### src/shared/msli_pkg.sv
// Behaviour
// RL1: Flicker toggles lamp every 0.1 second
// RL2: Blink toggles lamp every 0.5 second
// RL3: Flash groups separated by 2 second gap
// RL4: Drive lamp dark, green, or blinking green
// RL5: Watchdog fault shows triple red flash
// RL6: Latched fault or no enable: steady red
// RL7: Busy lamp dark idle, green when moving
// RL8: Busy flashes fault code while drive red
// RL9: USB lamp green, red flash, steady red
// RL10: No program, limits low: travel fault red
// RL11: No program, limits high: red 500ms, green
// RL12: Limit-disable program: red 500ms, green
// RL13: Codes 8, 9, 10 for limits
// RL14: Codes 2 to 7; code 1 unused
// RL15: Code 11 for software negative limit
// RL16: Busy dark 2 seconds before each sequence
// RL17: Prescaled timing; reset clears all lamps
// RL18: Fault code repeats while fault latched
package msli_pkg;

	// ****************************************
	// Timing
	// ****************************************
	localparam int unsigned CLK_HZ          = 125000000;  // Reference clock rate
	localparam int unsigned TICK_US         = 1000;       // Base tick period, 1 ms
	localparam int unsigned TICK_CYC        = CLK_HZ / 1000000 * TICK_US;
	localparam int unsigned FLICKER_MS      = 100;        // 0.1 s per state
	localparam int unsigned BLINK_MS        = 500;        // 0.5 s per state
	localparam int unsigned FLASH_ON_MS     = 250;        // Flash lit time
	localparam int unsigned FLASH_OFF_MS    = 250;        // Dark between flashes
	localparam int unsigned GROUP_GAP_MS    = 2000;       // 2 s between groups
	localparam int unsigned POWERUP_RED_MS  = 500;        // Power-up red time

	// ****************************************
	// Fault codes (flash counts)
	// ****************************************
	localparam logic [3:0] CODE_NONE    = 4'h0;
	localparam logic [3:0] CODE_BUS_V   = 4'h2;
	localparam logic [3:0] CODE_OVER_I  = 4'h3;
	localparam logic [3:0] CODE_TEMP    = 4'h4;
	localparam logic [3:0] CODE_POS_ERR = 4'h5;
	localparam logic [3:0] CODE_VEL     = 4'h6;
	localparam logic [3:0] CODE_ERR_RT  = 4'h7;
	localparam logic [3:0] CODE_HW_POS  = 4'h8;
	localparam logic [3:0] CODE_HW_NEG  = 4'h9;
	localparam logic [3:0] CODE_SW_POS  = 4'ha;
	localparam logic [3:0] CODE_SW_NEG  = 4'hb;
	localparam logic [3:0] WDOG_FLASHES = 4'h3;       // Triple red flash

	// Fault input bit positions, in priority order low to high index
	localparam int unsigned FB_BUS_V   = 0;
	localparam int unsigned FB_OVER_I  = 1;
	localparam int unsigned FB_TEMP    = 2;
	localparam int unsigned FB_POS_ERR = 3;
	localparam int unsigned FB_VEL     = 4;
	localparam int unsigned FB_ERR_RT  = 5;
	localparam int unsigned FB_HW_POS  = 6;
	localparam int unsigned FB_HW_NEG  = 7;
	localparam int unsigned FB_SW_POS  = 8;
	localparam int unsigned FB_SW_NEG  = 9;
	localparam int unsigned FAULT_W    = 10;

	// Lamp colour pair
	typedef struct packed {
		logic green;
		logic red;
	} msli_lamp_type;

	// Drive status inputs
	typedef struct packed {
		logic               power_ok;
		logic               drive_on;
		logic               drive_enable;
		logic               watchdog_fault;
		logic               traj_active;
		logic               program_present;
		logic               program_limits_off;
		logic [FAULT_W-1:0] faults;
	} msli_drive_type;

	// Usb status inputs
	typedef struct packed {
		logic bus_power;
		logic configured;
		logic suspended;
		logic active;
	} msli_usb_type;

endpackage

### src/msli_prescaler.sv
`timescale 1ns/1ps
// ****************************************
// Millisecond tick and slow toggles
// ****************************************
module msli_prescaler #(
	parameter int unsigned TICK_CYC = msli_pkg::TICK_CYC
) (
	input  wire logic ref_clk,
	input  wire logic srst,
	output logic      ms_tick,
	output logic      flicker,
	output logic      blink
);
	// Refuse a tick too short for the counter chain
	if (TICK_CYC < 2) begin
		$error("TICK_CYC too small");
	end

	// Whole state of the prescaler
	typedef struct packed {
		logic [31:0] cyc;
		logic [15:0] fl_ms;
		logic [15:0] bl_ms;
		logic        tick;
		logic        fl;
		logic        bl;
	} msli_pre_type;

	msli_pre_type st_r;   // Registered state
	msli_pre_type st_nxt; // Next state

	// Counter chain; reset clears everything
	always_comb begin
		st_nxt      = st_r;
		st_nxt.tick = 1'b0;
		// RL17 prescaled tick
		if (st_r.cyc == 32'(TICK_CYC - 1)) begin
			st_nxt.cyc  = '0;
			st_nxt.tick = 1'b1;
		end else begin
			st_nxt.cyc = st_r.cyc + 32'h1;
		end
		if (st_r.tick) begin
			// RL1 flicker toggle
			if (st_r.fl_ms == 16'(msli_pkg::FLICKER_MS - 1)) begin
				st_nxt.fl_ms = '0;
				st_nxt.fl    = ~st_r.fl;
			end else begin
				st_nxt.fl_ms = st_r.fl_ms + 16'h1;
			end
			// RL2 blink toggle
			if (st_r.bl_ms == 16'(msli_pkg::BLINK_MS - 1)) begin
				st_nxt.bl_ms = '0;
				st_nxt.bl    = ~st_r.bl;
			end else begin
				st_nxt.bl_ms = st_r.bl_ms + 16'h1;
			end
		end
	end

	// State register
	always_ff @(posedge ref_clk) begin
		if (srst) begin
			st_r <= '0;
		end else begin
			st_r <= st_nxt;
		end
	end

	assign ms_tick = st_r.tick;
	assign flicker = st_r.fl;
	assign blink   = st_r.bl;
endmodule

### src/msli_flasher.sv
`timescale 1ns/1ps
// ****************************************
// Repeating flash-group generator
// ****************************************
module msli_flasher (
	input  wire logic       ref_clk,
	input  wire logic       srst,
	input  wire logic       ms_tick,
	input  wire logic [3:0] count,
	output logic            lamp
);
	typedef enum logic [1:0] {
		FS_GAP,
		FS_ON,
		FS_OFF
	} msli_fstate_type;

	// Whole state of the flasher
	typedef struct packed {
		msli_fstate_type st;
		logic [15:0]     ms;
		logic [3:0]      done;
		logic            lit;
	} msli_fl_type;

	msli_fl_type f_r;   // Registered state
	msli_fl_type f_nxt; // Next state

	// Gap, then count flashes, then gap again
	always_comb begin
		f_nxt = f_r;
		if (count == 4'h0) begin
			// Idle: restart with a full gap
			f_nxt.st   = FS_GAP;
			f_nxt.ms   = '0;
			f_nxt.done = '0;
			f_nxt.lit  = 1'b0;
		end else if (ms_tick) begin
			f_nxt.ms = f_r.ms + 16'h1;
			unique case (f_r.st)
				// RL3 two second gap
				FS_GAP: begin
					f_nxt.lit = 1'b0;
					if (f_r.ms == 16'(msli_pkg::GROUP_GAP_MS - 1)) begin
						f_nxt.st  = FS_ON;
						f_nxt.ms  = '0;
						f_nxt.lit = 1'b1;
					end
				end
				FS_ON: begin
					if (f_r.ms == 16'(msli_pkg::FLASH_ON_MS - 1)) begin
						f_nxt.st   = FS_OFF;
						f_nxt.ms   = '0;
						f_nxt.lit  = 1'b0;
						f_nxt.done = f_r.done + 4'h1;
					end
				end
				FS_OFF: begin
					if (f_r.ms == 16'(msli_pkg::FLASH_OFF_MS - 1)) begin
						f_nxt.ms = '0;
						// RL18 repeat the group
						if (f_r.done >= count) begin
							f_nxt.st   = FS_GAP;
							f_nxt.done = '0;
						end else begin
							f_nxt.st  = FS_ON;
							f_nxt.lit = 1'b1;
						end
					end
				end
			endcase
		end
	end

	// State register
	always_ff @(posedge ref_clk) begin
		if (srst) begin
			f_r <= '{st: FS_GAP, ms: '0, done: '0, lit: 1'b0};
		end else begin
			f_r <= f_nxt;
		end
	end

	assign lamp = f_r.lit;
endmodule

### src/msli_status_leds.sv
`timescale 1ns/1ps
// ****************************************
// Status lamp driver
// ****************************************
module msli_status_leds #(
	parameter int unsigned TICK_CYC = msli_pkg::TICK_CYC
) (
	input  wire logic                     ref_clk,
	input  wire logic                     srst,
	input  wire msli_pkg::msli_drive_type drive_in,
	input  wire msli_pkg::msli_usb_type   usb_in,
	output msli_pkg::msli_lamp_type       drive_indicator,
	output msli_pkg::msli_lamp_type       busy_indicator,
	output msli_pkg::msli_lamp_type       usb_indicator
);
	// ****************************************
	// Types
	// ****************************************
	typedef enum logic [1:0] {
		PU_WAIT,
		PU_RED,
		PU_RUN
	} msli_pu_type;

	// Whole state of the top
	typedef struct packed {
		logic [2:0]                 pwr_s;   // Power pin sync
		logic [2:0]                 en_s;    // Enable pin sync
		logic [2:0]                 lim_s;   // Limit pins sync
		logic                       pwr_q;   // Qualified power
		logic                       en_q;    // Qualified enable
		logic                       lim_q;   // Qualified limits
		msli_pu_type                pu;      // Power-up phase
		logic [15:0]                pu_ms;   // Power-up red timer
		logic                       lim_flt; // Travel-limit fault
		msli_pkg::msli_lamp_type    drv;
		msli_pkg::msli_lamp_type    bsy;
		msli_pkg::msli_lamp_type    usb;
	} msli_top_type;

	msli_top_type s_r;   // Registered state
	msli_top_type s_nxt; // Next state

	logic       ms_tick;    // 1 ms enable
	logic       flicker;    // 0.1 s toggle
	logic       blink;      // 0.5 s toggle
	logic       code_lamp;  // Fault code flasher
	logic       wdog_lamp;  // Watchdog flasher
	logic [3:0] code;       // Active fault code
	logic [3:0] code_req;   // Code given to flasher
	logic [3:0] wdog_req;   // Watchdog request
	logic       latched;    // Any fault latched
	logic       red_steady; // Drive lamp steady red

	// ****************************************
	// Timing sources
	// ****************************************
	msli_prescaler #(
		.TICK_CYC(TICK_CYC)
	) u_pre (
		.ref_clk(ref_clk),
		.srst   (srst),
		.ms_tick(ms_tick),
		.flicker(flicker),
		.blink  (blink)
	);

	// Busy lamp code flasher
	msli_flasher u_code (
		.ref_clk(ref_clk),
		.srst   (srst),
		.ms_tick(ms_tick),
		.count  (code_req),
		.lamp   (code_lamp)
	);

	// Drive lamp watchdog flasher
	msli_flasher u_wdog (
		.ref_clk(ref_clk),
		.srst   (srst),
		.ms_tick(ms_tick),
		.count  (wdog_req),
		.lamp   (wdog_lamp)
	);

	// ****************************************
	// Fault code selection
	// ****************************************
	// Lowest code wins; code 1 never produced
	always_comb begin
		code = msli_pkg::CODE_NONE;
		// RL15 software negative limit
		if (drive_in.faults[msli_pkg::FB_SW_NEG])  code = msli_pkg::CODE_SW_NEG;
		// RL13 limit codes
		if (drive_in.faults[msli_pkg::FB_SW_POS])  code = msli_pkg::CODE_SW_POS;
		if (drive_in.faults[msli_pkg::FB_HW_NEG])  code = msli_pkg::CODE_HW_NEG;
		if (drive_in.faults[msli_pkg::FB_HW_POS])  code = msli_pkg::CODE_HW_POS;
		// RL14 drive fault codes
		if (drive_in.faults[msli_pkg::FB_ERR_RT])  code = msli_pkg::CODE_ERR_RT;
		if (drive_in.faults[msli_pkg::FB_VEL])     code = msli_pkg::CODE_VEL;
		if (drive_in.faults[msli_pkg::FB_POS_ERR]) code = msli_pkg::CODE_POS_ERR;
		if (drive_in.faults[msli_pkg::FB_TEMP])    code = msli_pkg::CODE_TEMP;
		if (drive_in.faults[msli_pkg::FB_OVER_I])  code = msli_pkg::CODE_OVER_I;
		if (drive_in.faults[msli_pkg::FB_BUS_V])   code = msli_pkg::CODE_BUS_V;
	end

	// Latched fault includes power-up travel fault
	assign latched = (|drive_in.faults) || s_r.lim_flt;

	// RL6 steady red condition
	assign red_steady = s_r.pwr_q && (latched || !s_r.en_q) && !drive_in.watchdog_fault
		&& (s_r.pu == PU_RUN);

	// RL8 code only while drive lamp red
	assign code_req = (red_steady && (code != msli_pkg::CODE_NONE)) ? code
		: msli_pkg::CODE_NONE;

	// RL5 watchdog triple flash
	assign wdog_req = (s_r.pwr_q && drive_in.watchdog_fault && s_r.pu == PU_RUN)
		? msli_pkg::WDOG_FLASHES : msli_pkg::CODE_NONE;

	// ****************************************
	// Next state
	// ****************************************
	always_comb begin
		s_nxt = s_r;
		// Pins from other domains: three stages, last two agree
		s_nxt.pwr_s = {s_r.pwr_s[1:0], drive_in.power_ok};
		s_nxt.en_s  = {s_r.en_s[1:0],  drive_in.drive_enable};
		s_nxt.lim_s = {s_r.lim_s[1:0], drive_in.program_limits_off};
		if (s_r.pwr_s[2] == s_r.pwr_s[1]) s_nxt.pwr_q = s_r.pwr_s[2];
		if (s_r.en_s[2]  == s_r.en_s[1])  s_nxt.en_q  = s_r.en_s[2];
		if (s_r.lim_s[2] == s_r.lim_s[1]) s_nxt.lim_q = s_r.lim_s[2];

		// Power-up sequence
		unique case (s_r.pu)
			PU_WAIT: begin
				s_nxt.pu_ms = '0;
				if (s_r.pwr_q) begin
					// RL10 limits low, no program
					if (!drive_in.program_present && !s_r.lim_q) begin
						s_nxt.lim_flt = 1'b1;
						s_nxt.pu      = PU_RUN;
					end else begin
						// RL11 red then green
						s_nxt.pu = PU_RED;
					end
				end
			end
			PU_RED: begin
				// RL12 same 500 ms red
				if (ms_tick) begin
					if (s_r.pu_ms == 16'(msli_pkg::POWERUP_RED_MS - 1)) begin
						s_nxt.pu = PU_RUN;
					end else begin
						s_nxt.pu_ms = s_r.pu_ms + 16'h1;
					end
				end
			end
			PU_RUN: begin
				// Travel fault clears once limits go high
				if (s_r.lim_q) s_nxt.lim_flt = 1'b0;
			end
		endcase
		if (!s_r.pwr_q) begin
			s_nxt.pu      = PU_WAIT;
			s_nxt.lim_flt = 1'b0;
		end

		// Drive lamp
		s_nxt.drv = '0;
		// RL4 power states
		if (!s_r.pwr_q) begin
			s_nxt.drv = '0;
		end else if (s_r.pu != PU_RUN) begin
			s_nxt.drv.red = 1'b1;
		end else if (drive_in.watchdog_fault) begin
			s_nxt.drv.red = wdog_lamp;
		end else if (red_steady) begin
			s_nxt.drv.red = 1'b1;
		end else if (drive_in.drive_on) begin
			s_nxt.drv.green = 1'b1;
		end else begin
			s_nxt.drv.green = blink;
		end

		// Busy lamp
		s_nxt.bsy = '0;
		if (red_steady) begin
			// RL16 gap precedes each group
			s_nxt.bsy.red = code_lamp;
		end else if (s_r.pwr_q && s_r.pu == PU_RUN && drive_in.drive_on
			&& drive_in.traj_active) begin
			// RL7 moving shows green
			s_nxt.bsy.green = 1'b1;
		end

		// RL9 usb lamp states
		s_nxt.usb = '0;
		if (usb_in.bus_power) begin
			if (!usb_in.configured) begin
				s_nxt.usb.red = 1'b1;
			end else if (usb_in.suspended) begin
				s_nxt.usb.red = flicker;
			end else if (usb_in.active) begin
				s_nxt.usb.green = flicker;
			end
		end
	end

	// ****************************************
	// State register
	// ****************************************
	// RL17 reset clears lamps
	always_ff @(posedge ref_clk) begin
		if (srst) begin
			s_r <= '{pwr_s: '0, en_s: '0, lim_s: '0, pwr_q: 1'b0, en_q: 1'b0,
				lim_q: 1'b0, pu: PU_WAIT, pu_ms: '0, lim_flt: 1'b0,
				drv: '0, bsy: '0, usb: '0};
		end else begin
			s_r <= s_nxt;
		end
	end

	assign drive_indicator = s_r.drv;
	assign busy_indicator  = s_r.bsy;
	assign usb_indicator   = s_r.usb;
endmodule

### config.mk
export PLATFORM = sky130hd
export DESIGN_NAME = msli_status_leds
export DESIGN_NICKNAME = d
export VERILOG_FILES = /design/src/shared/msli_pkg.sv /design/src/msli_prescaler.sv /design/src/msli_flasher.sv /design/src/msli_status_leds.sv
export SDC_FILE = /design/constraint.sdc
export NUM_CORES = 1
export LEC_CHECK = 0
export ABC_AREA = 1
export BUFFER_PORTS_ARGS = -buffer_cell sky130_fd_sc_hd__buf_2
export CAP_MARGIN = 20
export CORE_MARGIN = 2
export CORE_UTILIZATION = 50
export CTS_CLUSTER_SIZE = 40
export DETAILED_ROUTE_END_ITERATION = 8
export GPL_TIMING_DRIVEN = 0
export MAX_ROUTING_LAYER = met4
export PLACE_DENSITY = 0.77
export SKIP_CTS_REPAIR_TIMING = 1
export SYNTH_ARGS = -nofsm -noshare
export SYNTH_HDL_FRONTEND = slang
export SYNTH_SLANG_ARGS = --single-unit
### constraint.sdc
create_clock -name ref_clk -period 5.8 [get_ports ref_clk]
set_input_delay 0.58 -clock ref_clk [delete_from_list [all_inputs] [get_ports ref_clk]]
set_output_delay 0.58 -clock ref_clk [all_outputs]
set_load 0.05 [all_outputs]
---- Word-level counts from Yosys, hierarchy flattened ----
Cells that the tools add are included.
operators by class
  add/sub/neg operators ................... 8
  order comparisons ....................... 2
  eq/ne operators ......................... 34
  muxes and demuxes ....................... 51
  bitwise operators ....................... 7
  reduce and logical (&&, ||, !) cells .... 47
operators with widths
  kind                                             count
  case mux 18 bit (3 select lines)                 2
  two-way mux 23 bit                               4
  adder 16 x 1 -> 16 bit, second input constant    5
  two-way mux 18 bit                               3
  two-way mux 4 bit                                13
  two-way mux 16 bit                               3
  case mux 18 bit (2 select lines)                 1
  adder 32 x 1 -> 32 bit, second input constant    1
  == test 16 x 11 -> 1 bit, second input constant  2
  == test 16 x 8 -> 1 bit, second input constant   2
  == test 16 x 9 -> 1 bit, second input constant   2
  == test 32 x 17 -> 1 bit, second input constant  1
  AND reduction 4 bit                              5
  != test 2 x 1 -> 1 bit, second input constant    9
  == test 16 x 7 -> 1 bit, second input constant   1
  two-way mux 1 bit                                16
  != test 2 bit, second input constant             8
  case mux 4 bit (2 select lines)                  2
  OR reduction 2 bit                               7
  logical AND 1 bit                                10
  AND reduction 5 bit                              2
  OR reduction 10 bit                              1
  OR reduction 5 bit                               2
  adder 4 x 1 -> 4 bit, second input constant      2
  other kinds (17)                                 45
word-level totals
  bits in registers ....................... 150
  bits of input ports ..................... 23
  output and inout bits ................... 6

---- Longest topological paths before layout ----
  word-level depth ........................ 17
  mapped depth ............................ 18

---- Cells and area by module ----
A second synthesis with hierarchy kept.
unflattened totals
  cells, all modules ...................... 1368
  area, all modules ....................... 8986.1 um^2
by module, submodules not included
  module                 instances  cells an instance  area an instance (um^2)
  msli_prescaler         1          564                3634.7
  msli_status_leds       1          318                2080.7
  msli_flasher (u_code)  1          243                1680.4
  msli_flasher (u_wdog)  1          243                1590.3

---- Worst setup path before layout ----
Ideal clock, no wire load.
  kind .................................... in2reg
  start point ............................. in drive_in[0] in the netlist's numbering
  end point ............................... reg u_code.f_r[3] in the netlist's numbering
  setup time .............................. 0.116 ns
  data arrival time ....................... 2.343 ns
  setup slack ............................. 3.341 ns
  stages .................................. 18
  cells stage by stage .................... nor2_1 inv_1 nor3_1 nand4_1 nand3_1 inv_1 nand2_1 inv_1 nand2_1 ha_1 inv_1 nor2_1 o21ai_0 nand4_1 nand2_1 inv_1 nand2_1 a21oi_1
on the way
  longest elaborated chain between the ends .. 11
  elaborated cells on any way between the ends .. 15
RTL lines
  what                                     RTL line                 RTL
  start: declaration                       msli_status_leds.sv:10   input wire msli_pkg::msli_drive_type drive_in,
  OR reduction 10 bit                      msli_status_leds.sv:108  assign latched = (|drive_in.faults) || s_r.lim_flt;
  logical OR 1 bit                         msli_status_leds.sv:108
  logical OR 1 bit                         msli_status_leds.sv:111  assign red_steady = s_r.pwr_q && (latched || !s_r.en_q) && !drive_in.watchdog_fault
  logical AND 1 bit (2 in series)          msli_status_leds.sv:111
  logical AND 1 bit                        msli_status_leds.sv:112  && (s_r.pu == PU_RUN);
  logical AND 1 bit                        msli_status_leds.sv:115  assign code_req = (red_steady && (code != msli_pkg::CODE_NONE)) ? code
  two-way mux 4 bit *                      msli_status_leds.sv:115
  >= comparator 4 bit                      msli_flasher.sv:62       if (f_r.done >= count) begin
  != test 2 x 1 -> 1 bit (no source line)  -
  AND reduction 5 bit (no source line)     -
  end signal: assignment                   msli_flasher.sv:78       f_r <= '{st: FS_GAP, ms: '0, done: '0, lit: 1'b0};
  end signal: assignment                   msli_flasher.sv:80       f_r <= f_nxt;
  end: declaration                         msli_flasher.sv:26       msli_fl_type f_r;
Every way passes the cells marked *; elsewhere a longest branch is shown, timed or not.
A chain may end at the register's enable or synchronous reset.

---- Worst setup path after layout ----
  start point ............................. in drive_in[5] in the netlist's numbering
  end point ............................... reg u_code.f_r[4] in the netlist's numbering
on the way
  longest elaborated chain between the ends .. 12
  elaborated cells on any way between the ends .. 20
RTL lines
  what                                     RTL line                 RTL
  two-way mux 4 bit                        msli_status_leds.sv:99   if (drive_in.faults[msli_pkg::FB_ERR_RT]) code = msli_pkg::CODE_ERR_RT;
  two-way mux 4 bit                        msli_status_leds.sv:100  if (drive_in.faults[msli_pkg::FB_VEL]) code = msli_pkg::CODE_VEL;
  two-way mux 4 bit                        msli_status_leds.sv:101  if (drive_in.faults[msli_pkg::FB_POS_ERR]) code = msli_pkg::CODE_POS_ERR;
  two-way mux 4 bit                        msli_status_leds.sv:102  if (drive_in.faults[msli_pkg::FB_TEMP]) code = msli_pkg::CODE_TEMP;
  two-way mux 4 bit                        msli_status_leds.sv:103  if (drive_in.faults[msli_pkg::FB_OVER_I]) code = msli_pkg::CODE_OVER_I;
  two-way mux 4 bit                        msli_status_leds.sv:104  if (drive_in.faults[msli_pkg::FB_BUS_V]) code = msli_pkg::CODE_BUS_V;
  nonzero test 4 bit                       msli_status_leds.sv:115
  logical AND 1 bit                        msli_status_leds.sv:115
  two-way mux 4 bit *                      msli_status_leds.sv:115
  >= comparator 4 bit                      msli_flasher.sv:62
  != test 2 x 1 -> 1 bit (no source line)  -
  AND reduction 5 bit (no source line)     -
Marked as above.

==> impl_metrics.csv <==
group,metric,value,unit
status,status,"complete, no violations",
pwr,p_per_area,228,nW/um^2
synthesis,synth_top_family_by_area,"simple AND/OR/NAND/NOR gates",
worst_hold_path,holdPathStages,3,
detailed_routing,drc,0,
synthesis,syn-cell-area,8350,um^2
synthesis,synth_edf_count,0,
die,rows,47,
worst_setup_path,slowest_delay,0.24,ns
worst_setup_path,r2r-end,"u_code.f_r[4]$_SDFFE_PP0P_",
worst_hold_path,hold-path-endpoint,"s_nxt[29]$_SDFF_PP0_",
detailed_routing,detail-route-antenna-nets,0,
worst_hold_path,hold_path.class,"input pin to flop",
synthesis,synth_fp_nets,1306,
clocking,clk_latency,0.43,ns
synthesis,yosysWarningCount,0,
worst_setup_path,worst_r2r_path_depth,18,
die,die-width,133,um
clocking,cts_tree,"yes",
place,place_ws,2.89,ns
sta,worstMarginPinSlew,0.557,ns
cells_and_area,antenna_cells,0,
cells_and_area,stdcell_count,1540,
sta,fin_crit_sh,42.7,%
detailed_routing,drtPass1Iterations,6,
synthesis,yosys.area_share.simple,38.5,%
clocking,cts.sinks,150,
sta,rsz0062_at_grt,"no",
synthesis,synth.avg_cell_area,6.63,um^2
cells_and_area,syn_to_final_growth,11.5,%
detailed_routing,wirelength,19.1,mm
sta,maxSlewHeadroom,62.9,%
sta,min_period,2.48,ns
sta,clock-skew-final,0.00774,ns
place,dp.cells,1508,
worst_setup_path,path_class,"input pin to flop",
global_route,grt_usage,22.7,%
worst_hold_path,hold_start,"drive_in[10]",
sta,finalHoldViolCount,0,
global_route,grt_overflow,0,
sta,fin_tns_setup,0,ns
clocking,clock_tree.htree_level_count,4,
synthesis,async_flop_share,0,%
synthesis,synthMuxAreaShare,0,%
die,start_util,50.7,%
worst_setup_path,worstPathArrival,2.79,ns
global_route,grt_start_max_net_pins,17,
detailed_routing,routed-via-count,7957,
clocking,clk_pin_slew,0.06,ns
place,dp_hpwl,14.0,mm
pwr,leakage,0.00350,uW
clocking,cts_buffers,17,
synthesis,ys_seq_elements,150,
detailed_routing,vias_per_cell,5.17,
worst_setup_path,r2r-start,"s_r[24]$_SDFFE_PP0P_",
pwr,ir_drop,0.231,mV
place,gp_congestion,0.931,
die,ios,29,
synthesis,ys_seq_area_share,35.9,%
sta,slew_violations,0,
sta,setup_viol,0,
worst_setup_path,r2r_slack,3.42,ns
sta,fmax,404,MHz
detailed_routing,routedWlPerCell,12.4,um
synthesis,synth_xor_area_share,3.88,%
synthesis,ys.flop_type,"dfxtp_1",
synthesis,syn_inst,1261,
worst_setup_path,critPathMaxFanout,5,
synthesis,synth_cell_type_count,40,
worst_setup_path,required,6.12,ns
cells_and_area,final_layout_size_suffix_gt1_share,9.85,%
worst_setup_path,start_kind,"input pin",
synthesis,yosys.area_share.adder,3.29,%
die,die_area,17800,um^2
place,port_buffers,27,
worst_setup_path,slowest_stage,"nor3_1",
global_route,antenna_found_initial,0,
clocking,clockRootBuffer,"clkbuf_16",
die,fp.dieH,133,um
cells_and_area,nets,1352,
run,drv_cap,0,
detailed_routing,first_iter_violations,522,
worst_setup_path,crit_path_end_kind,"flop",
synthesis,synth_compound_area_share,8.10,%
global_route,grt_pass1_vias,7273,
global_route,grt_pass1_wl,32.4,mm
worst_setup_path,cpMostUsedCell,"nand2_1",
sta,setup_ws,3.32,ns
worst_setup_path,crit_chain,"buf_2, nor2_1, nand2_1, nor3_1, nand4_1, nand3_1, inv_1, nand2_1, inv_1, nand2_1, ha_1, inv_1, nor2_1, o21ai_0, nand4_1, nand2_1, inv_1, nand2_1, a21oi_1",
clocking,clockBufferDepth,2,
die,core,16500,um^2
==> stage by stage <==
| stage | total power, uW | cell area, um^2 | util, % | hold WS (ns) |
|---|---|---|---|---|
| finish | 2120 | 9320 | 56.6 | 0.345 |
| CTS | 2140 | 9320 | 56.6 | 0.339 |
| floorplan | 1080 | 8350 | - | 0.388 |
| detailed placement | 1100 | 8760 | 53.2 | 0.399 |
| global route | 2190 | 9320 | 56.6 | 0.336 |
| global placement | 1100 | 8760 | 53.2 | 0.392 |
==> layer usage <==
metal / up-vias / GRT usage [%] / share of wire (%)
met3: 36 / 5.25 / 4.2
met1: 3622 / 28.3 / 47
li1: 4126 / - / -
met2: 173 / 36.9 / 47
met5: - / - / 0
met4: 0 / 6.44 / 1.8
==> state kept, by name, indices dropped and copies added (netlist names), 2 cells and up <==
signal and cells:
busy_indicator 2, drive_indicator 2, s_nxt 6, s_r 25
u_code.f_r 22, u_pre.st_r 64, u_wdog.f_r 22, usb_indicator 2
==> how the worst max path moves through the flow <==
stage | slack (ns) | to | from
after CTS | 3.32 | u_code.f_r[4]$_SDFFE_PP0P_ | drive_in[5]
after global placement | 2.93 | u_code.f_r[4]$_SDFFE_PP0P_ | drive_in[5]
after global routing | 2.96 | u_code.f_r[4]$_SDFFE_PP0P_ | drive_in[5]
after floorplan | 3.34 | u_code.f_r[3]$_SDFFE_PP0P_ | drive_in[0]
final | 3.32 | u_code.f_r[4]$_SDFFE_PP0P_ | drive_in[5]
after detailed placement | 2.89 | u_code.f_r[4]$_SDFFE_PP0P_ | drive_in[5]
==> worst max-delay path, delay by kind of cell <==
kind	cells	cell delay [ns]
adders and majority gates	1	0.24
AOI/OAI and AO/OA	2	0.25
and+or+nand+nor	11	1.35
buffers and inverters	5	0.38
==> power by group <==
part           total (uW)  switching, uW  internal, uW
clock                1040            442           599
sequential           1040           3.62          1030
combinational        41.3           27.3          14.0
==> cell usage after synthesis (7+ instances only) <==
cell type	number	area [um^2]
buf_4	14	105
nand3b_1	10	75.1
a21oi_1	73	365
nand2_1	263	987
or2_2	8	50.1
inv_1	174	653
nand4_1	39	244
nand3_1	87	435
o21ai_0	37	185
nor4_1	8	50.1
dfxtp_1	150	3000
nor3_1	58	290
buf_2	7	35.0
ha_1	22	275
nor2_1	202	758
nor2_2	17	106
nand2_2	9	56.3
xor2_1	32	280
==> cells in the final DEF, fill, tap and decap left out, types with 2 or more instances in the layout <==
cell,n
o21a_1,3
nand2_4,2
buf_4,14
inv_1,174
nand3b_1,10
o21ai_0,37
nand4_1,39
clkbuf_16,17
xnor2_1,5
nor2_4,6
nand3_1,87
or2_0,4
dfxtp_1,150
or2_2,8
nor2_2,17
nor3_1,58
nor4_1,8
nor2_1,202
clkbuf_1,6
clkinvlp_4,5
nand2_1,263
a211oi_1,3
nand2_2,9
xor2_1,32
nor3b_1,3
ha_1,22
a31oi_1,2
buf_2,34
clkinv_2,4
o31ai_1,3
inv_2,5
a21oi_1,73
==> layout make-up <==
cell class / instances / area [um^2]
tap: 220 / 275
clock buffer: 20 / 447
sequential: 150 / 3000
timing repair buffer: 27 / 135
inverter: 179 / 672
multi-input combinational: 905 / 4490
clock inverter: 12 / 105
fill: 1585 / 7150
buffer: 27 / 186
==> logic make-up after synthesis <==
| group | Yosys count |
|---|---|
| xor+xnor | 37 |
| compound gates | 127 |
| fa+ha+maj | 22 |
| simple gates | 719 |
| buf+inv | 206 |
| flops | 150 |
(Power assumes the default switching activity.)
